## src/hw/serial_rx_route_pkg.sv

```systemverilog
package serial_rx_route_pkg;
  localparam logic [7:0] CH5_CFG_OFFSET = 8'h2C;
  localparam logic [7:0] CH6_CFG_OFFSET = 8'h2D;
  localparam logic [7:0] CH5_CFG_RESET = 8'h04;
  localparam logic [7:0] CH6_CFG_RESET = 8'h05;
  localparam logic [7:0] CFG_WRITE_MASK = 8'h7F;
  localparam int RESERVED_BIT = 7;
  localparam int SOURCE_MSB = 6;
  localparam int SOURCE_LSB = 5;
  localparam int SLOT_MSB = 4;
  localparam int SLOT_LSB = 0;
  localparam int SAMPLE_BITS = 32;
  localparam int SYNC_STAGES = 2;
  localparam int FIFO_DEPTH = 4;

  typedef enum logic [1:0] {
    SRC_OFF = 2'b00,
    SRC_PLAYBACK = 2'b01,
    SRC_LOOPBACK = 2'b10,
    SRC_LINK = 2'b11
  } source_t;

  typedef enum logic [1:0] {
    FMT_TDM = 2'b00,
    FMT_I2S = 2'b01,
    FMT_LJ = 2'b10
  } format_t;

  typedef struct packed {
    logic reserved;
    source_t source;
    logic [4:0] slot;
  } chan_cfg_t;

  typedef struct packed {
    logic valid;
    logic [SAMPLE_BITS-1:0] data;
  } sample_port_t;

  typedef struct packed {
    logic chan6;
    source_t source;
    logic [SAMPLE_BITS-1:0] data;
  } rx_entry_t;

  localparam int ENTRY_BITS = $bits(rx_entry_t);
  localparam int DEST_COUNT = 5;
  localparam logic [2:0] DEST_PB5 = 3'h0;
  localparam logic [2:0] DEST_LB_ADC1 = 3'h1;
  localparam logic [2:0] DEST_PB6 = 3'h2;
  localparam logic [2:0] DEST_LB_ADC2 = 3'h3;
  localparam logic [2:0] DEST_LINK1 = 3'h4;
  localparam logic [2:0] DEST_NONE = 3'h7;
endpackage

```

## src/hw/rx_sample_fifo.sv

```systemverilog
module rx_sample_fifo #(
  parameter int WIDTH = 8,
  parameter int DEPTH = 4
) (
  input wire logic core_clk_in,
  input wire logic rstn_in,
  input wire logic ce_in,
  input wire logic in_valid_in,
  output logic in_ready_out,
  input wire logic [WIDTH-1:0] in_data_in,
  output logic out_valid_out,
  input wire logic out_ready_in,
  output logic [WIDTH-1:0] out_data_out
);
  localparam int AW = (DEPTH > 1) ? $clog2(DEPTH) : 1;
  localparam int CW = $clog2(DEPTH + 1);

  logic [WIDTH-1:0] mem [DEPTH];
  logic [AW-1:0] wr_idx;
  logic [AW-1:0] rd_idx;
  logic [CW-1:0] count;
  logic push;
  logic pop;

  assign in_ready_out = (count != CW'(DEPTH));
  assign out_valid_out = (count != '0);
  assign out_data_out = mem[rd_idx];
  assign push = ce_in && in_valid_in && in_ready_out;
  assign pop = ce_in && out_valid_out && out_ready_in;

  function automatic logic [AW-1:0] bump(input logic [AW-1:0] idx);
    bump = (idx == AW'(DEPTH - 1)) ? '0 : AW'(idx + 1'b1);
  endfunction

  always_ff @(posedge core_clk_in)
  begin
    if (push)
    begin
      mem[wr_idx] <= in_data_in;
    end
  end

  always_ff @(posedge core_clk_in or negedge rstn_in)
  begin
    if (!rstn_in)
    begin
      wr_idx <= '0;
      rd_idx <= '0;
      count <= '0;
    end
    else
    begin
      if (push)
      begin
        wr_idx <= bump(wr_idx);
      end
      if (pop)
      begin
        rd_idx <= bump(rd_idx);
      end
      if (push && !pop)
      begin
        count <= CW'(count + 1'b1);
      end
      else if (pop && !push)
      begin
        count <= CW'(count - 1'b1);
      end
    end
  end
endmodule

```

## src/hw/serial_rx_ch5_ch6_routing.sv

```systemverilog
module serial_rx_ch5_ch6_routing #(
  parameter int WORD_BITS = 32
) (
  input wire logic core_clk_in,
  input wire logic rstn_in,
  input wire logic ce_in,
  input wire logic reg_wr_in,
  input wire logic reg_rd_in,
  input wire logic [7:0] reg_addr_in,
  input wire logic [7:0] reg_wdata_in,
  output logic [7:0] reg_rdata_out,
  input wire logic [1:0] format_in,
  input wire logic bclk_in,
  input wire logic fsync_in,
  input wire logic sdin_in,
  input wire logic dest_ready_in,
  output serial_rx_route_pkg::sample_port_t playback5_out,
  output serial_rx_route_pkg::sample_port_t playback6_out,
  output serial_rx_route_pkg::sample_port_t loopback_adc1_out,
  output serial_rx_route_pkg::sample_port_t loopback_adc2_out,
  output serial_rx_route_pkg::sample_port_t link_dev1_out,
  output logic overrun_out
);
  import serial_rx_route_pkg::*;

  chan_cfg_t cfg5;
  chan_cfg_t cfg6;
  logic [SYNC_STAGES-1:0] bclk_sync;
  logic [SYNC_STAGES-1:0] fsync_sync;
  logic [SYNC_STAGES-1:0] sdin_sync;
  logic bclk_prev;
  logic fs_prev;
  logic i2s_pend;
  logic framed;
  logic half;
  logic [4:0] bit_cnt;
  logic [5:0] slot_cnt;
  logic [SAMPLE_BITS-1:0] shreg;
  logic rise;
  logic fs;
  logic start;
  logic next_half;
  logic [4:0] bit_now;
  logic [5:0] slot_now;
  logic half_now;
  logic [SAMPLE_BITS-1:0] shift_now;
  logic word_done;
  logic ch5_on;
  logic ch6_on;
  logic hit5;
  logic hit6;
  rx_entry_t pend_entry;
  logic pend_valid;
  rx_entry_t push_entry;
  logic push_valid;
  logic push_ready;
  logic pop_valid;
  logic [ENTRY_BITS-1:0] pop_bits;
  rx_entry_t pop_entry;
  logic pop;
  logic [2:0] pop_dest;
  sample_port_t dest [DEST_COUNT];
  logic seen_wr;

  function automatic logic slot_hit(input logic [4:0] idx, input logic [1:0] fmt,
                                    input logic [5:0] slot, input logic rhalf);
    if (fmt == FMT_TDM)
      slot_hit = ({1'b0, idx} == slot);
    else
      slot_hit = (idx[4] == rhalf) && ({2'b00, idx[3:0]} == slot);
  endfunction

  function automatic logic [2:0] dest_of(input logic chan6, input source_t src);
    unique case ({chan6, src})
      {1'b0, SRC_PLAYBACK}: dest_of = DEST_PB5;
      {1'b0, SRC_LOOPBACK}: dest_of = DEST_LB_ADC1;
      {1'b1, SRC_PLAYBACK}: dest_of = DEST_PB6;
      {1'b1, SRC_LOOPBACK}: dest_of = DEST_LB_ADC2;
      {1'b1, SRC_LINK}: dest_of = DEST_LINK1;
      default: dest_of = DEST_NONE; // Off, or the reserved channel 5 code
    endcase
  endfunction

  // Register port: reserved bit forced to zero on write
  always_ff @(posedge core_clk_in or negedge rstn_in)
  begin
    if (!rstn_in)
    begin
      cfg5 <= chan_cfg_t'(CH5_CFG_RESET);
      cfg6 <= chan_cfg_t'(CH6_CFG_RESET);
      seen_wr <= 1'b0;
    end
    else if (ce_in && reg_wr_in)
    begin
      if (reg_addr_in == CH5_CFG_OFFSET)
      begin
        cfg5 <= chan_cfg_t'(reg_wdata_in & CFG_WRITE_MASK);
        seen_wr <= 1'b1;
      end
      if (reg_addr_in == CH6_CFG_OFFSET)
      begin
        cfg6 <= chan_cfg_t'(reg_wdata_in & CFG_WRITE_MASK);
        seen_wr <= 1'b1;
      end
    end
  end

  always_ff @(posedge core_clk_in or negedge rstn_in)
  begin
    if (!rstn_in)
    begin
      reg_rdata_out <= 8'h00;
    end
    else if (ce_in && reg_rd_in)
    begin
      if (reg_addr_in == CH5_CFG_OFFSET)
        reg_rdata_out <= cfg5;
      else if (reg_addr_in == CH6_CFG_OFFSET)
        reg_rdata_out <= cfg6;
      else
        reg_rdata_out <= 8'h00;
    end
  end

  // Pin synchronisers
  always_ff @(posedge core_clk_in or negedge rstn_in)
  begin
    if (!rstn_in)
    begin
      bclk_sync <= '0;
      fsync_sync <= '0;
      sdin_sync <= '0;
      bclk_prev <= 1'b0;
    end
    else if (ce_in)
    begin
      bclk_sync <= {bclk_sync[SYNC_STAGES-2:0], bclk_in};
      fsync_sync <= {fsync_sync[SYNC_STAGES-2:0], fsync_in};
      sdin_sync <= {sdin_sync[SYNC_STAGES-2:0], sdin_in};
      bclk_prev <= bclk_sync[SYNC_STAGES-1];
    end
  end

  assign rise = ce_in && bclk_sync[SYNC_STAGES-1] && !bclk_prev;
  assign fs = fsync_sync[SYNC_STAGES-1];

  // Frame boundary: TDM on sync rise, LJ on any sync edge, I2S one bit after the edge
  always_comb
  begin
    start = 1'b0;
    next_half = 1'b0;
    unique case (format_t'(format_in))
      FMT_TDM: start = fs && !fs_prev;
      FMT_I2S:
      begin
        start = i2s_pend;
        next_half = fs;
      end
      FMT_LJ:
      begin
        start = (fs != fs_prev);
        next_half = !fs;
      end
      default: start = 1'b0;
    endcase
  end

  assign bit_now = start ? 5'h00 : bit_cnt;
  assign slot_now = start ? 6'h00 : slot_cnt;
  assign half_now = start ? next_half : half;
  // Each slot restarts from zero so its word lands right-aligned, free of earlier slots
  assign shift_now = (bit_now == 5'h00) ? {{(SAMPLE_BITS-1){1'b0}}, sdin_sync[SYNC_STAGES-1]}
                                        : {shreg[SAMPLE_BITS-2:0], sdin_sync[SYNC_STAGES-1]};
  assign word_done = rise && (framed || start) && (bit_now == 5'(WORD_BITS - 1));

  always_ff @(posedge core_clk_in or negedge rstn_in)
  begin
    if (!rstn_in)
    begin
      fs_prev <= 1'b0;
      i2s_pend <= 1'b0;
      framed <= 1'b0;
      half <= 1'b0;
      bit_cnt <= 5'h00;
      slot_cnt <= 6'h00;
      shreg <= '0;
    end
    else if (rise)
    begin
      fs_prev <= fs;
      i2s_pend <= (fs != fs_prev);
      framed <= framed || start;
      half <= half_now;
      shreg <= shift_now;
      bit_cnt <= word_done ? 5'h00 : 5'(bit_now + 1'b1);
      if (word_done && slot_now != 6'h3F)
        slot_cnt <= 6'(slot_now + 1'b1);
      else
        slot_cnt <= slot_now;
    end
  end

  // Only an enabled channel captures; the reserved channel 5 code captures nothing
  assign ch5_on = dest_of(1'b0, cfg5.source) != DEST_NONE;
  assign ch6_on = dest_of(1'b1, cfg6.source) != DEST_NONE;
  assign hit5 = word_done && ch5_on && slot_hit(cfg5.slot, format_in, slot_now, half_now);
  assign hit6 = word_done && ch6_on && slot_hit(cfg6.slot, format_in, slot_now, half_now);

  // Both channels on one slot: channel 6 follows a cycle later
  always_comb
  begin
    push_valid = 1'b1;
    push_entry = pend_entry;
    if (pend_valid)
      push_entry = pend_entry;
    else if (hit5)
      push_entry = '{chan6: 1'b0, source: cfg5.source, data: shift_now};
    else if (hit6)
      push_entry = '{chan6: 1'b1, source: cfg6.source, data: shift_now};
    else
      push_valid = 1'b0;
  end

  always_ff @(posedge core_clk_in or negedge rstn_in)
  begin
    if (!rstn_in)
    begin
      pend_valid <= 1'b0;
      pend_entry <= '0;
      overrun_out <= 1'b0;
    end
    else if (ce_in)
    begin
      pend_valid <= hit5 && hit6 && !pend_valid;
      pend_entry <= '{chan6: 1'b1, source: cfg6.source, data: shift_now};
      overrun_out <= push_valid && !push_ready;
    end
  end

  rx_sample_fifo #(
    .WIDTH(ENTRY_BITS),
    .DEPTH(FIFO_DEPTH)
  ) u_fifo (
    .core_clk_in(core_clk_in),
    .rstn_in(rstn_in),
    .ce_in(ce_in),
    .in_valid_in(push_valid),
    .in_ready_out(push_ready),
    .in_data_in(push_entry),
    .out_valid_out(pop_valid),
    .out_ready_in(dest_ready_in),
    .out_data_out(pop_bits)
  );

  assign pop_entry = rx_entry_t'(pop_bits);
  assign pop = ce_in && pop_valid && dest_ready_in;
  assign pop_dest = dest_of(pop_entry.chan6, pop_entry.source);

  // Destinations: zero while their channel is not routed to them
  for (genvar i = 0; i < DEST_COUNT; i++)
  begin : g_dest
    logic active;
    assign active = (dest_of(1'b0, cfg5.source) == 3'(i)) || (dest_of(1'b1, cfg6.source) == 3'(i));
    always_ff @(posedge core_clk_in or negedge rstn_in)
    begin
      if (!rstn_in)
      begin
        dest[i] <= '0;
      end
      else if (ce_in)
      begin
        dest[i].valid <= pop && active && (pop_dest == 3'(i));
        if (!active)
          dest[i].data <= '0;
        else if (pop && pop_dest == 3'(i))
          dest[i].data <= pop_entry.data;
      end
    end
  end

  assign playback5_out = dest[DEST_PB5];
  assign loopback_adc1_out = dest[DEST_LB_ADC1];
  assign playback6_out = dest[DEST_PB6];
  assign loopback_adc2_out = dest[DEST_LB_ADC2];
  assign link_dev1_out = dest[DEST_LINK1];
endmodule

```

## config.mk

```make
export PLATFORM = sky130hd
export DESIGN_NAME = serial_rx_ch5_ch6_routing
export DESIGN_NICKNAME = d
export VERILOG_FILES = /design/src/hw/serial_rx_route_pkg.sv /design/src/hw/rx_sample_fifo.sv /design/src/hw/serial_rx_ch5_ch6_routing.sv
export SDC_FILE = /design/constraint.sdc
export NUM_CORES = 1
export LEC_CHECK = 0
export ABC_AREA = 1
export CAP_MARGIN = 40
export CORE_MARGIN = 2
export CORE_UTILIZATION = 31
export CTS_CLUSTER_SIZE = 16
export DETAILED_ROUTE_END_ITERATION = 8
export DONT_BUFFER_PORTS = 1
export PLACE_DENSITY = 0.54
export SETUP_SLACK_MARGIN = 0.15
export SLEW_MARGIN = 20
export SYNTH_ARGS = -nofsm -noshare
export SYNTH_HDL_FRONTEND = slang
export SYNTH_SLANG_ARGS = --single-unit
export TNS_END_PERCENT = 5
```

## constraint.sdc

```tcl
create_clock -name core_clk_in -period 10.6 [get_ports core_clk_in]
set_input_delay 1.59 -clock core_clk_in [delete_from_list [all_inputs] [get_ports core_clk_in]]
set_output_delay 1.59 -clock core_clk_in [all_outputs]
set_load 0.005 [all_outputs]
```

# Yosys cells after proc, flatten, opt, wreduce, memory -nomap -nowiden
# Memories as Yosys holds them, arrays and structs flattened.
# Cells that the tools add are included.
dict set report word_totals {
  output_inout_bits 174
  reg_bits 284
  ramBits 140
  n_memories 1
  in_bits 27
}
# name depth width read_ports rd_ports_with_merged_regs wr line
set memory_table {}
lappend memory_table {u_fifo.mem 4 35 1 0 1 rx_sample_fifo.sv:18} ;# logic [WIDTH-1:0] mem [DEPTH];
dict set report op_classes {
  reduce_logical 65
  muxes 37
  add_sub_neg 6
  n_eq_ne 45
}
# op n
set ops {}
lappend ops {{$mux 32} 11}
lappend ops {{$mux 35} 3}
lappend ops {{$logic_and 1x1->1} 38}
lappend ops {{$eq 3x2->1 const B} 7}
lappend ops {{$eq 3x3->1 const B} 6}
lappend ops {{$eq 8x6->1 const B} 2}
lappend ops {{$pmux 3 s5} 1}
lappend ops {{$mux 7} 2}
lappend ops {{$reduce_and 2->1} 7}
lappend ops {{$eq 2x2->1 const B} 6}
lappend ops {{$eq 3x1->1 const B} 4}
lappend ops {{$eq 4x6->1} 2}
lappend ops {{$eq 5x6->1} 2}
lappend ops {{$mux 6} 2}
lappend ops {{$mux 5} 2}
lappend ops {{$ne 2x1->1 const B} 5}
lappend ops {{$logic_not 3->1} 3}
lappend ops {{$ne 3x3->1 const B} 3}
lappend ops {{$pmux 3 s3} 1}
lappend ops {{$mux 1} 8}
lappend ops {{$logic_not 1->1} 7}
lappend ops {{$add 6x1->6 const B} 1}
lappend ops {{$eq 2x1->1 const B} 3}
lappend ops {{$logic_or 1x1->1} 6}
lappend ops {{other kinds (17)} 21}

# Longest topological paths before layout
# Gate-level depths: netlist of run 1.
dict set report logic_depth {
  word_depth 17
  ltp_mapped 26
}

# Hierarchy
# From an unflattened synthesis of run 1, not the netlist that was laid out.
dict set report hier_totals {
  hier_cells 1834
  hier_area_um2 17944.7
}
# module seq_area_each_um2 area_each_um2 n_inst cells_per_inst
set by_module_without_submodules {}
lappend by_module_without_submodules {serial_rx_ch5_ch6_routing 6910.4 11922.7 1 1363}
lappend by_module_without_submodules {rx_sample_fifo 4379.2 6022.0 1 471}

# Least setup slack after synthesis of run 1
# No wires, ideal clock.
dict set report synth_path {
  kind {input-to-reg}
  from {input format_in[1]}
  to {memory u_fifo.mem[0][0] (netlist bit) (enable)}
  slack_ps 5151
  setup_time_ps 427
  path_buffers 1
  path_stages 18
  arrival_ps 5022
  t_required_ps 10173
  cell_sequence {nor2_1 -> nand2_2 -> nand3_4 -> buf_6 -> nor2_1 -> ha_1 -> nand2_1 -> nor2_1 -> ha_1 -> nand2_1 -> o21bai_1 -> nor2_1 -> nand2_1 -> nor2_1 -> nand2_2 -> nand3_1 -> nand3_2 -> nor2_1}
}
dict set report synth_between {
  elab_chain_cells 14
  word_cells_on_any_way 33
  cone_classes {9 x eq/ne; 12 x mux; 12 x reduce/logical}
}
# element line
set synth_lines {}
lappend synth_lines {{start: declaration} serial_rx_ch5_ch6_routing.sv:12} ;# input wire logic [1:0] format_in,
lappend synth_lines {{$eq 2x2->1 (tied with other cells)} serial_rx_ch5_ch6_routing.sv:152} ;# unique case (format_t'(format_in))
lappend synth_lines {{$pmux 1 s3 / $pmux 1 s2 (equally long branches)} serial_rx_ch5_ch6_routing.sv:152}
lappend synth_lines {{$mux 6 (tied with other cells)} serial_rx_ch5_ch6_routing.sv:169} ;# assign slot_now = start ? 6'h00 : slot_cnt;
lappend synth_lines {{$eq 4x6->1 (tied with other cells)} serial_rx_ch5_ch6_routing.sv:70} ;# slot_hit = (idx[4] == rhalf) && ({2'b00, idx[3:0]} == slot);
lappend synth_lines {{$logic_and 1x1->1 (on tied branches)} {serial_rx_ch5_ch6_routing.sv:70, serial_rx_ch5_ch6_routing.sv:174}}
lappend synth_lines {{$mux 1 / $logic_and 1x1->1 (equally long branches)} {serial_rx_ch5_ch6_routing.sv:67, serial_rx_ch5_ch6_routing.sv:207}}
lappend synth_lines {{$logic_and 1x1->1} serial_rx_ch5_ch6_routing.sv:207} ;# assign hit6 = word_done && ch6_on && slot_hit(cfg6.slot, format_in, slot_now, half_now);
lappend synth_lines {{$mux 1} serial_rx_ch5_ch6_routing.sv:218} ;# else if (hit6)
lappend synth_lines {{$mux 1 (*)} serial_rx_ch5_ch6_routing.sv:216} ;# else if (hit5)
lappend synth_lines {{$mux 1 (*)} serial_rx_ch5_ch6_routing.sv:214} ;# if (pend_valid)
lappend synth_lines {{$logic_and 1x1->1 (*) (2 in series)} rx_sample_fifo.sv:28} ;# assign push = ce_in && in_valid_in && in_ready_out;
lappend synth_lines {{$mux 1 (*)} rx_sample_fifo.sv:37} ;# if (push)
lappend synth_lines {{$mux 1 (implied by the code) (*)} rx_sample_fifo.sv:39} ;# mem[wr_idx] <= in_data_in;
lappend synth_lines {{end: declaration} rx_sample_fifo.sv:18}
# Mark *: on every way between the ends. The rest lies on a longest branch, timed or not.

# Final worst setup path of run 1
dict set report layout_path {
  from {input format_in[1]}
  to {register u_fifo.count[2]}
}
dict set report layout_between {
  elab_chain_cells 15
  word_cells_on_any_way 36
  cone_classes {9 x eq/ne; 11 x mux; 16 x reduce/logical}
}
# element line
set layout_lines {}
lappend layout_lines {{$eq 2x2->1 (tied with other cells)} serial_rx_ch5_ch6_routing.sv:152}
lappend layout_lines {{$pmux 1 s3 / $pmux 1 s2 (equally long branches)} serial_rx_ch5_ch6_routing.sv:152}
lappend layout_lines {{$mux 6 (tied with other cells)} serial_rx_ch5_ch6_routing.sv:169}
lappend layout_lines {{$eq 4x6->1 (tied with other cells)} serial_rx_ch5_ch6_routing.sv:70}
lappend layout_lines {{$logic_and 1x1->1 (on tied branches)} {serial_rx_ch5_ch6_routing.sv:70, serial_rx_ch5_ch6_routing.sv:174}}
lappend layout_lines {{$mux 1 / $logic_and 1x1->1 (equally long branches)} {serial_rx_ch5_ch6_routing.sv:67, serial_rx_ch5_ch6_routing.sv:207}}
lappend layout_lines {{$logic_and 1x1->1} serial_rx_ch5_ch6_routing.sv:207}
lappend layout_lines {{$mux 1} serial_rx_ch5_ch6_routing.sv:218}
lappend layout_lines {{$mux 1 (*)} serial_rx_ch5_ch6_routing.sv:216}
lappend layout_lines {{$mux 1 (*)} serial_rx_ch5_ch6_routing.sv:214}
lappend layout_lines {{$logic_and 1x1->1 (*) (2 in series)} rx_sample_fifo.sv:28}
lappend layout_lines {{named net u_fifo.push} rx_sample_fifo.sv:22} ;# logic push;
lappend layout_lines {{$logic_not 1->1} rx_sample_fifo.sv:65} ;# else if (pop && !push)
lappend layout_lines {{$logic_and 1x1->1} rx_sample_fifo.sv:65}
lappend layout_lines {{$reduce_bool 2->1 (no source line)} --}
lappend layout_lines {{end signal: assignment} rx_sample_fifo.sv:63} ;# count <= CW'(count + 1'b1);
lappend layout_lines {{end signal: assignment} rx_sample_fifo.sv:67} ;# count <= CW'(count - 1'b1);
lappend layout_lines {{end: declaration} rx_sample_fifo.sv:21} ;# logic [CW-1:0] count;
# The timed path passes the listed nets; every way through them passes the cells marked *.
# A chain may end at the register's enable or synchronous reset.

==> results of run 1 <==
==> registers in the layout (all words and copies together) (netlist names), 3 cells and up <==
signal,count
playback5_out,33
link_dev1_out,33
slot_cnt,6
reg_rdata_out,7
pend_entry,35
shreg,31
u_fifo.count,3
cfg6,7
bit_cnt,5
loopback_adc2_out,33
playback6_out,33
loopback_adc1_out,33
cfg5,7
u_fifo.mem,140
==> layout by cell type, fill, tap and decap left out, drive strengths merged, types with 4 or more instances in the layout <==
cell type and instances:
nand2 587, dfrtp 280, inv 175, o21ai 162, edfxtp 140, nor2 92
clkbuf 73, nand3 60, a21oi 56, o22ai 38, a32oi 33, buf 20
ha 15, nand4 14, clkinv 8, o221ai 7, o21a 7, xor2 5
nor3 4
==> final cells by class <==
type,count,area (um2),share of cell area (%)
inverters,173,652,3.28
well taps,756,946,4.76
repair buffers,20,170,0.857
clock buffers,73,1440,7.23
clock inverters,13,135,0.680
multi-input cells,1094,5240,26.4
flip-flops and latches,423,11300,56.8
==> kinds of logic after synthesis <==
group	Yosys count	share of synthesized area, %
buffers and inverters	260	5.94
adders and majority gates	16	1.19
DFF	423	64.4
AOI/OAI and AO/OA	304	10.1
other	1	0.0214
xor gates and xnor gates	8	0.400
muxes	1	0.0643
and+or+nand+nor	764	17.9
==> routing by layer <==
metal	track usage [%]	routed length (um)
met2	25.1	20900
met4	3.99	860
met5	0	10
met3	3.87	2720
met1	19.5	19300
==> where the power goes <==
part | internal, uW | total, uW | switching (uW) | leakage (uW)
Sequential | 1950 | 2070 | 117 | 0.00503
Clock | 981 | 1640 | 655 | 0.000776
Combinational | 284 | 1040 | 756 | 0.00298
==> worst min-delay path, cell delays in order (launching register included) <==
cell and delay [ns]:
dfrtp_1 0.32, inv_1 0.05, nand2_1 0.06
==> worst max-delay path by stage <==
stage	start	to	slack [ns]	cells past startpoint
6_report	format_in[1]	u_fifo.count[2]	5.90	23
3_5_place_dp	format_in[1]	u_fifo.count[2]	5.30	23
4_1_cts	format_in[1]	u_fifo.count[2]	5.90	23
5_1_grt	format_in[1]	u_fifo.count[2]	5.52	23
2_1_floorplan	format_in[1]	u_fifo.mem[0][0]	5.15	18
3_3_place_gp	format_in[1]	u_fifo.count[2]	5.27	23
==> metrics by stage <==
step | setup slack, ns | instance area (um2)
2_1_floorplan | 5.15 | 17500
3_3_place_gp | 5.27 | 18300
3_5_place_dp | 5.30 | 18300
4_1_cts | 5.90 | 19900
5_1_grt | 5.52 | 19900
6_report | 5.90 | 19900
==> summary.md, run 1 <==
| Metric | Value |
|---|---|
| Initial core utilization | 31.2% |
| Hold Path End | pend_entry[34] |
| WL final | 43800 um |
| Vias | 12100 |
| Setup CP Type | in -> reg |
| Io pins | 201 |
| Clk sinks | 423 |
| Critical path launch point type | primary input |
| Clk pin slew, worst setup/hold paths | 0.06 ns |
| CTS Buffer Depth | 3 |
| Post-CTS Resized | 0 |
| Hold-fix buffers at CTS | 0 |
| Cell Area, Synth | 17500 um2 |
| Number of buffers created by CTS | 46 |
| CTS Root Cell | clkbuf_16 |
| Drt wl/cell | 17.2 um |
| Commonest cells post-synth | nand2_1, dfrtp_1, inv_1, edfxtp_1, o21ai_0 |
| Final hold viol count | 0 |
| Tot Pwr | 4740 uW |
| Fin. max-slew vios | 0 |
| Hold Crit Depth | 2 |
| CTS tree | done |
| Crit-path slowest cell | fa_1 |
| Period minus WS final | 4.70 ns |
| Hold Startpoint | pend_entry[34] |
| Postcts setup bufs | 0 |
| Power per cell area | 239 nW/um2 |
| Antenna-violating nets left | 0 |
| RSZ-0062 raised after global routing | false |
| Sequential area share after synthesis | 64.4% |
| Leakage power | 0.00879 uW |
| Syn_area_per_cell | 9.86 um2 |
| Number of synthesized flops with an enable pin | 140 |
| #FFs+latches synth | 423 |
| Maximum fanout along the worst path | 14 |
| Setup TNS Final | 0 ns |
| Total grt overflow | 0 |
| Reg2reg end | u_fifo.count[2] |
| Initial DRC count | 901 |
| R2R Path Start | fsync_sync[1] |
| Most frequent cell after synthesis | nand2_1 |
| Die width | 242 um |
| Peak Freq | 213 MHz |
| Final Skew | 0.0171 ns |
| CTS HTree Levels | 2 |
| Crit share post-route | 44.3% |
| Cell family with most CP delay | simple AND/OR/NAND/NOR gates |
| # rows | 87 |
| # setup viols final | 0 |
| Ranking of synthesized cells by area | dfrtp_1, edfxtp_1, nand2_1 |
| Filler cells | 5681 |
| Yosys top cell area share | 40.0% |
| Synthesized Nets | 1820 |
| Via density per instance | 4.73 |
| Rel. slew slack | 28.2% |
| Synthesis-to-layout area growth | 13.4% |
| Hpwl dp | 26400 um |
| Main synth FF type | dfrtp_1 |
| Max incr delay on CP | 0.44 ns |
| Drt first pass iters | 5 |
| Critical Path AT | 5.14 ns |
| Fin util | 35.4% |
| Synth Instances | 1777 |
| Most used cell, CP | nor2_1 |
| PortBufs | 0 |
| Area of the die | 58400 um2 |
| Reg2reg setup slack | 6.15 ns |
| Remaining DRCs | 0 |
| GR Util All Layers | 15.1% |
| Worst VDD drop | 0.000129 V |
| Clock Latency Late Sink | 0.58 ns |
| Share of layout cells above drive strength 1 | 8.02% |
| Critical path, cell by cell | nor2_1 -> nand2_2 -> nand3_4 -> nor2_1 -> ha_1 -> nand2_1 -> nor2_1 -> ha_1 -> nand2_1 -> o21bai_1 -> nor2_1 -> nand2_1 -> nor2_1 -> nand2_2 -> nand3_1 -> nand3_2 -> inv_1 -> ha_1 -> inv_1 -> fa_1 -> a21oi_1 -> o21ai_0 -> xor2_1 |
| Dpl cells | 2465 |
| Largest net degree at the start of global routing | 284 |
| Outcome | completed |
| Core area | 56200 um2 |
| Slew @ Worst Pin | 1.08 ns |
| Dominant cell type by area after synthesis | dfrtp_1 |
| Final std cells w/o fill | 2552 |
| Asr flop ratio synth | 66.9% |
| RD Place Congestion | 0.823 |
| Max Cap Viol | 0 |
| Vias in the first global route | 12000 |
| Reg2Reg Depth | 24 |
| Die height | 242 um |
| First-pass GRT wire length | 70200 um |
| Worst path bufs/invs | 2 |
| Crit end category | flip-flop |
| Hold_ws | 0.455 ns |
| Inserted Diodes | 0 |
| Crit path required time | 11.05 ns |
| # nets final | 1801 |
| Yosys Warn Count | 0 |
| Antenna violations before repair | 1 |
| Number of distinct library cells after synthesis | 48 |
| Hold Crit Class | reg -> reg |
Power figures use the tool's default switching activity.
==> run 2, diff against run 1 <==
==> constraint.sdc (replaced) <==
create_clock -name core_clk_in -period 4.4 [get_ports core_clk_in]
set_input_delay 0.66 -clock core_clk_in [delete_from_list [all_inputs] [get_ports core_clk_in]]
set_output_delay 0.66 -clock core_clk_in [all_outputs]
set_load 0.005 [all_outputs]
==> summary.md, run 2 (same netlist as run 1, synthesis figures left out) <==
| Metric | Value |
|---|---|
| Area of the die | 58400 um2 (unchanged) |
| Worst path bufs/invs | 3 (+1) |
| # setup viols final | 0 (unchanged) |
| Clk sinks | 423 (unchanged) |
| Number of buffers created by CTS | 47 (+2.2%) |
| CTS Buffer Depth | 3 (unchanged) |
| CTS HTree Levels | 2 (unchanged) |
| Core area | 56200 um2 (unchanged) |
| DP Area | 18400 um2 (+0.44%) |
| Antenna-violating nets left | 0 (unchanged) |
| Peak Freq | 263 MHz |
| Fin area | 20000 um2 (+0.56%) |
| Biggest regs | u_fifo.mem x140, pend_entry x35 |
| Max incr delay on CP | 0.44 ns (about the same) |
| Critical Path AT | 4.27 ns (-0.87 ns) |
| Drt wl/cell | 17.5 um (+1.8%) |
| Internal power | 7780 uW (+140%) |
| Drt first pass iters | 5 (unchanged) |
| Initial DRC count | 799 (-11%) |
| Multi-input gate area | 5260 um2 (+0.36%) |
| Final Skew | 0.0218 ns (+0.00470 ns) |
| Slew @ Worst Pin | 1.49 ns (+0.417 ns) |
| Hold_ws | -0.225 ns (-0.681 ns) |
| Die width | 242 um (unchanged) |
| Synthesis-to-layout area growth | 14.0% |
| Comb power frac | 22.0% (about the same) |
| Io pins | 201 (unchanged) |
| RSZ-0062 raised after global routing | false |
| Largest register FFs | 140 (unchanged) |
| Via density per instance | 4.76 (+0.75%) |
| R2R Path Start | fsync_sync[1] |
| Remaining DRCs | 0 (unchanged) |
| Commonest non-fill, non-tap cell in the layout | nand2_1 |
| Reg2reg setup slack | 0.59 ns (-5.56 ns) |
| GR Util All Layers | 15.2% (+0.15 points) |
| Vias | 12200 (+0.94%) |
| Outcome | finished with violations |
| Period minus WS final | 3.81 ns |
| Crit-path slowest cell | fa_1 |
| First-pass GRT wire length | 70900 um (+0.95%) |
| Max Cap Viol | 0 (unchanged) |
| Largest register by flop count | u_fifo.mem |
| Clock Latency Late Sink | 0.59 ns (about the same) |
| Failing checks | negative hold slack |
| Inserted Diodes | 0 (unchanged) |
| Sequential Power Share | 43.2% (-0.4 points) |
| CTS Root Cell | clkbuf_16 |
| Register area | 11300 um2 (unchanged) |
| Rel. slew slack | 0.421% (-28 points) |
| Total grt overflow | 0 (unchanged) |
| Crit end category | flip-flop |
| Critical path, cell by cell | ha_1 -> inv_1 -> nand3_2 -> nand3_4 -> nor2_4 -> ha_1 -> nand2_1 -> nor2_1 -> ha_1 -> nand2_1 -> o21bai_2 -> nor2_1 -> nand2_1 -> nor2_1 -> nand2_2 -> nand3_2 -> nand3_2 -> inv_1 -> ha_1 -> inv_1 -> fa_1 -> a21oi_1 -> o21ai_0 -> xor2_1 |
| Setup CP Type | reg -> reg |
| Hold Crit Class | in -> async |
| Leakage power | 0.00882 uW (+0.31%) |
| RD Place Congestion | 0.828 (+0.57%) |
| Share of layout cells above drive strength 1 | 8.33% (+0.31 points) |
| Clk pwr share | 34.7% (+0.2 points) |
| Largest net degree at the start of global routing | 284 (unchanged) |
| Final WS setup | 0.594 ns (-5.31 ns) |
| Psw | 3760 uW (+150%) |
| Worst VDD drop | 0.000300 V (+130%) |
| Fin. max-slew vios | 0 (unchanged) |
| Most used cell, CP | ha_1 |
| Switch share | 32.6% (+0.42 points) |
| Critical Path Stages | 24 (+4.3%) |
| WL final | 44600 um (+2.0%) |
| Cell family with most CP delay | adder cells |
| Final hold viol count | 96 (+96) |
| Crit path required time | 4.86 ns (-6.19 ns) |
| Clk pin slew, worst setup/hold paths | 0.06 ns (about the same) |
| CTS tree | done |
| Initial core utilization | 31.2% (unchanged) |
| Setup WS pre-CTS | 0.458 ns (-4.84 ns) |
| Antenna violations before repair | 0 (-1) |
| Critical path launch point type | flip-flop |
| # nets final | 1806 (+0.28%) |
| Vias in the first global route | 12100 (+0.77%) |
| Power per cell area | 578 nW/um2 (+140%) |
| # rows | 87 (unchanged) |
| Crit share post-route | 86.5% |
| Filler cells | 5682 (+0.018%) |
| Maximum fanout along the worst path | 6 (-8) |
| Reg2reg end | u_fifo.count[2] |
| Die height | 242 um (unchanged) |
| Postcts setup bufs | 0 (unchanged) |
| Reg2Reg Depth | 24 (unchanged) |
| PortBufs | 0 (unchanged) |
| Most frequent cells in the layout | nand2_1, dfrtp_1, inv_1, edfxtp_1, o21ai_0 |
| Hpwl dp | 27000 um (+2.1%) |
run 2: cell types whose count changed in the layout (fill, tap and decap cells not counted), sizes merged:
cell	change
clkinvlp	+2
bufinv	+3
buf	+4
clkbuf	-7
clkinv	+3
run 2: what timing repair did:
| action | CTS | global route |
|---|---|---|
| endpoints found under the setup margin | 0 | 1 |
| gates resized for setup | 0 | 5 |
| hold endpoints to repair | 283 | 283 |
run 2: layer usage:
| metal | GRT usage, % | up-vias | routed length [um] |
|---|---|---|---|
| met5 | 0 | - | 0 |
| met4 | 4.18 | 0 | 969 |
| met3 | 3.76 | 72 | 2700 |
| met2 | 25.0 | 289 | 21000 |
| met1 | 20.0 | 6016 | 19900 |
| li1 | - | 5804 | - |
run 2: layout make-up:
class / count / area share (%)
clock buffer: 66 / 6.54
clock inverter: 21 / 1.38
inverter: 173 / 3.26
multi-input combinational: 1094 / 26.3
sequential: 423 / 56.5
tap: 756 / 4.73
timing repair buffer: 24 / 1.25
run 2: worst max-delay path by stage:
stage | end | slack (ns) | start
CTS | u_fifo.count[2] | 0.43 | fsync_sync[1]
global route | u_fifo.count[2] | 0.17 | fsync_sync[1]
floorplan | u_fifo.mem[0][0] | -0.16 | fsync_sync[1]
global placement | u_fifo.count[2] | 0.44 | fsync_sync[1]
finish | u_fifo.count[2] | 0.59 | fsync_sync[1]
detailed placement | u_fifo.count[2] | 0.46 | fsync_sync[1]
run 2: worst reg2reg max path, cell delays in order (launching register included):
cell,delay (ns)
dfrtp_1,0.41
ha_1,0.31
inv_1,0.06
nand3_2,0.11
nand3_4,0.13
nor2_4,0.14
ha_1,0.19
nand2_1,0.06
nor2_1,0.10
ha_1,0.16
nand2_1,0.09
o21bai_2,0.24
nor2_1,0.12
nand2_1,0.05
nor2_1,0.10
nand2_2,0.10
nand3_2,0.12
nand3_2,0.08
inv_1,0.06
ha_1,0.13
inv_1,0.07
fa_1,0.44
a21oi_1,0.14
o21ai_0,0.10
xor2_1,0.16
run 2: power by group through the flow:
stage / sequential (uW) / clock, uW / combinational [uW]
2_1_floorplan: 4970 / 0 / 1850
3_3_place_gp: 5050 / 0 / 2470
3_5_place_dp: 5060 / 0 / 2550
4_1_cts: 4990 / 4110 / 2560
5_1_grt: 5040 / 4290 / 2910
6_report: 4990 / 4010 / 2540
run 2: stage by stage:
| stage | power (uW) | std cells | util [%] | TNS (ns) | hold slack (ns) |
|---|---|---|---|---|---|
| after floorplan | 6820 | 1777 | - | -21.87 | 0.364 |
| after global placement | 7520 | 2468 | 32.7 | 0 | 0.373 |
| after detailed placement | 7610 | 2469 | 32.7 | 0 | 0.372 |
| after CTS | 11700 | 2556 | 35.5 | 0 | -0.260 |
| after global routing | 12200 | 2557 | 35.6 | 0 | -0.258 |
| final | 11500 | 2557 | 35.6 | 0 | -0.225 |
==> run 3, diff against run 2 <==
--- a/config.mk
+++ b/config.mk
@@ -5,7 +5,7 @@
 export SDC_FILE = /design/constraint.sdc
 export NUM_CORES = 1
 export LEC_CHECK = 0
-export ABC_AREA = 1
+export ABC_AREA = 0
 export CAP_MARGIN = 40
 export CORE_MARGIN = 2
 export CORE_UTILIZATION = 31
==> summary.md, run 3 <==
| Metric | Value |
|---|---|
| Outcome | finished with violations |
| Failing checks | negative hold slack |
| Leakage power | 0.00813 uW (-7.8%) |
| CTS tree | done |
| Maximum fanout along the worst path | 4 (-2) |
| Slew @ Worst Pin | 0.983 ns (-0.511 ns) |
| Synthesis-to-layout area growth | 14.7% |
| Crit path required time | 4.89 ns (+0.03 ns) |
| Crit share post-route | 89.5% (+3.0 points) |
| Worst path bufs/invs | 2 (-1) |
| Largest register by flop count | u_fifo.mem |
| GR Util All Layers | 14.5% (-0.75 points) |
| Dominant cell type by area after synthesis | dfrtp_1 |
| Cell Area, Synth | 17100 um2 (-2.4%) |
| # setup viols final | 0 (unchanged) |
| Core area | 54900 um2 (-2.3%) |
| Largest register FFs | 140 (unchanged) |
| Power per cell area | 505 nW/um2 (-13%) |
| Number of buffers created by CTS | 45 (-4.3%) |
| Io pins | 201 (unchanged) |
| Share of layout cells above drive strength 1 | 16.2% (+7.9 points) |
| Max incr delay on CP | 0.43 ns (about the same) |
| Ranking of synthesized cells by area | dfrtp_1, edfxtp_1, a22o_1 |
| Fin. max-slew vios | 0 (unchanged) |
| Syn_area_per_cell | 13.9 um2 (+41%) |
| Synthesized Nets | 1277 (-30%) |
| Fin area | 19600 um2 (-1.8%) |
| Commonest cells post-synth | dfrtp_1, nand2_1, edfxtp_1, a22o_1, o21ai_0 |
| Inserted Diodes | 0 (unchanged) |
| Crit-path slowest cell | fa_1 |
| Area of the die | 57100 um2 (-2.3%) |
| Yosys top cell area share | 41.0% (+0.98 points) |
| RSZ-0062 raised after global routing | false |
| Mux share of post-synthesis cell area | 8.57% (+8.5 points) |
| Cell family with most CP delay | adder cells |
| R2R Path Start | fsync_sync[1] |
| Synth Instances | 1234 (-31%) |
| Main synth FF type | dfrtp_1 |
| Max Cap Viol | 0 (unchanged) |
| # rows | 86 (-1.1%) |
| Antenna-violating nets left | 0 (unchanged) |
| Final hold viol count | 280 (+190%) |
| #FFs+latches synth | 423 (unchanged) |
| Number of distinct library cells after synthesis | 68 (+42%) |
| Critical Path AT | 4.43 ns (+0.16 ns) |
| WL final | 41500 um (-6.9%) |
| Clk sinks | 423 (unchanged) |
| RD Place Congestion | 0.805 (-2.7%) |
| Clk pin slew, worst setup/hold paths | 0.07 ns (about the same) |
| CTS Buffer Depth | 3 (unchanged) |
| Adder-cell share of the synthesized area | 1.21% (+0.029 points) |
| Post-synthesis simple-gate area fraction | 6.24% (-12 points) |
| Hold_ws | -0.214 ns (+0.0110 ns) |
| Vias in the first global route | 10400 (-15%) |
| Complex-gate fraction of the synthesized area | 14.6% (+4.5 points) |
| Drt wl/cell | 21.0 um (+21%) |
| Peak Freq | 254 MHz (-3.4%) |
| Total grt overflow | 0 (unchanged) |
| Via density per instance | 5.15 (+8.1%) |
| Biggest regs | u_fifo.mem x140, pend_entry x35 |
| Die height | 239 um (-1.2%) |
| First-pass GRT wire length | 63900 um (-9.9%) |
| Initial core utilization | 31.2% (about the same) |
| Die width | 239 um (-1.2%) |
| Critical path launch point type | flip-flop |
| Commonest non-fill, non-tap cell in the layout | dfrtp_1 |
| CTS Root Cell | clkbuf_16 |
| Fin util | 35.8% (+0.20 points) |
| Drt first pass iters | 4 (-1) |
| Clock Latency Late Sink | 0.59 ns (about the same) |
| Remaining DRCs | 0 (unchanged) |
| Largest family of logic cells by synthesized area | compound AO/OA/AOI/OAI gates |
| # nets final | 1277 (-29%) |
| Asr flop ratio synth | 66.9% (unchanged) |
| Setup CP Type | reg -> reg |
| Most frequent cells in the layout | dfrtp_1, nand2_1, edfxtp_1, a22o_1, o21ai_0 |
| Tot Pwr | 9900 uW (-14%) |
| Vias | 10200 (-17%) |
| Rel. slew slack | 34.5% (+34 points) |
| PortBufs | 0 (unchanged) |
| Largest net degree at the start of global routing | 284 (unchanged) |
| CP startpoint | fsync_sync[1] |
| Most frequent cell after synthesis | dfrtp_1 |
| Crit end category | flip-flop |
| Worst VDD drop | 0.000308 V (+2.7%) |
| Post-Synth XOR/XNOR Area | 0.461% (+0.061 points) |
| CTS HTree Levels | 2 (unchanged) |
| Number of synthesized flops with an enable pin | 140 (unchanged) |
| Hpwl dp | 25500 um (-5.7%) |
| Period minus WS final | 3.94 ns (+0.133 ns) |
| Yosys Warn Count | 0 (unchanged) |
| Hold Crit Class | in -> async |
| Initial DRC count | 751 (-6.0%) |
| Final Skew | 0.0283 ns (+0.00648 ns) |
| DP Area | 17900 um2 (-2.3%) |
| Critical path, cell by cell | ha_4 -> or3b_4 -> o21a_1 -> nand2_1 -> inv_1 -> ha_2 -> nand3_1 -> nor2_1 -> ha_2 -> nand2_2 -> a2111oi_4 -> o2111ai_2 -> a21oi_2 -> a2bb2oi_4 -> ha_4 -> inv_1 -> fa_1 -> xor2_1 -> nor2_1 -> xor2_1 |
| Antenna violations before repair | 0 (unchanged) |
| Sequential area share after synthesis | 66.0% (+1.6 points) |
## run 3: timing repair
item                       in CTS  in global routing
buffers inserted                1                  4
pin swaps                       1                  8
gates resized for setup         1                 11
setup endpoints to repair       1                143
gates cloned                    0                  0
hold endpoints to repair      283                283
## run 3: worst paths after layout
| check | slack (ns) | to | cells after the start |
|---|---|---|---|
| worst max-delay path | 0.46 | u_fifo.count[2] | 20 |
| worst min-delay path | -0.21 | slot_cnt[1] | 0 |
| worst max register to register | 0.46 | u_fifo.count[2] | 20 |
| worst min register to register | 0.48 | shreg[3] | 2 |
| max in group asynchronous | 3.81 | playback6_out[3] | 0 |
| min in group core_clk_in | 0.19 | overrun_out | 1 |
## run 3: per-layer routing
| layer | GRT usage, % | routed length (um) |
|---|---|---|
| met1 | 19.1 | 18300 |
| met2 | 23.5 | 19800 |
| met3 | 3.55 | 2590 |
| met4 | 4.45 | 905 |
| met5 | 0 | 0 |
## run 3: logic make-up after synthesis
family,Yosys count
AOI/OAI and AO/OA,339
xor gates and xnor gates,9
adders and majority gates,16
buffers and inverters,106
DFF,423
muxes,99
other,1
and+or+nand+nor,241
## run 3: cell type report
| class | count | area (um2) |
|---|---|---|
| Clock buffer | 60 | 1300 |
| Clock inverter | 23 | 259 |
| Fill cell | 5189 | 35300 |
| Inverter | 24 | 91.3 |
| Multi-Input combinational cell | 705 | 5430 |
| Sequential cell | 423 | 11300 |
| Tap cell | 704 | 881 |
| Timing Repair Buffer | 35 | 378 |
## run 3: where the power goes
part	leakage, uW	total [uW]	switching, uW	internal [uW]
logic	0.00217	1640	1020	625
clock network	0.000771	3940	1610	2330
registers	0.00519	4320	144	4180
## run 3: metrics by stage
| stage | instances | worst slack, ns | TNS [ns] |
|---|---|---|---|
| 2_1_floorplan | 1234 | -0.179 | -18.78 |
| 3_3_place_gp | 1883 | 0.168 | 0 |
| 3_5_place_dp | 1885 | 0.0855 | 0 |
| 4_1_cts | 1969 | 0.258 | 0 |
| 5_1_grt | 1974 | 0.100 | 0 |
| 6_report | 1974 | 0.462 | 0 |
## run 3: worst reg2reg max path: cells and delay by family (launching register included)
family / cells / cell delay, ns
compound gates: 5 / 1.08
xor+xnor: 2 / 0.32
fa+ha+maj: 5 / 1.27
buf+inv: 2 / 0.14
flops: 1 / 0.41
simple gates: 6 / 0.63
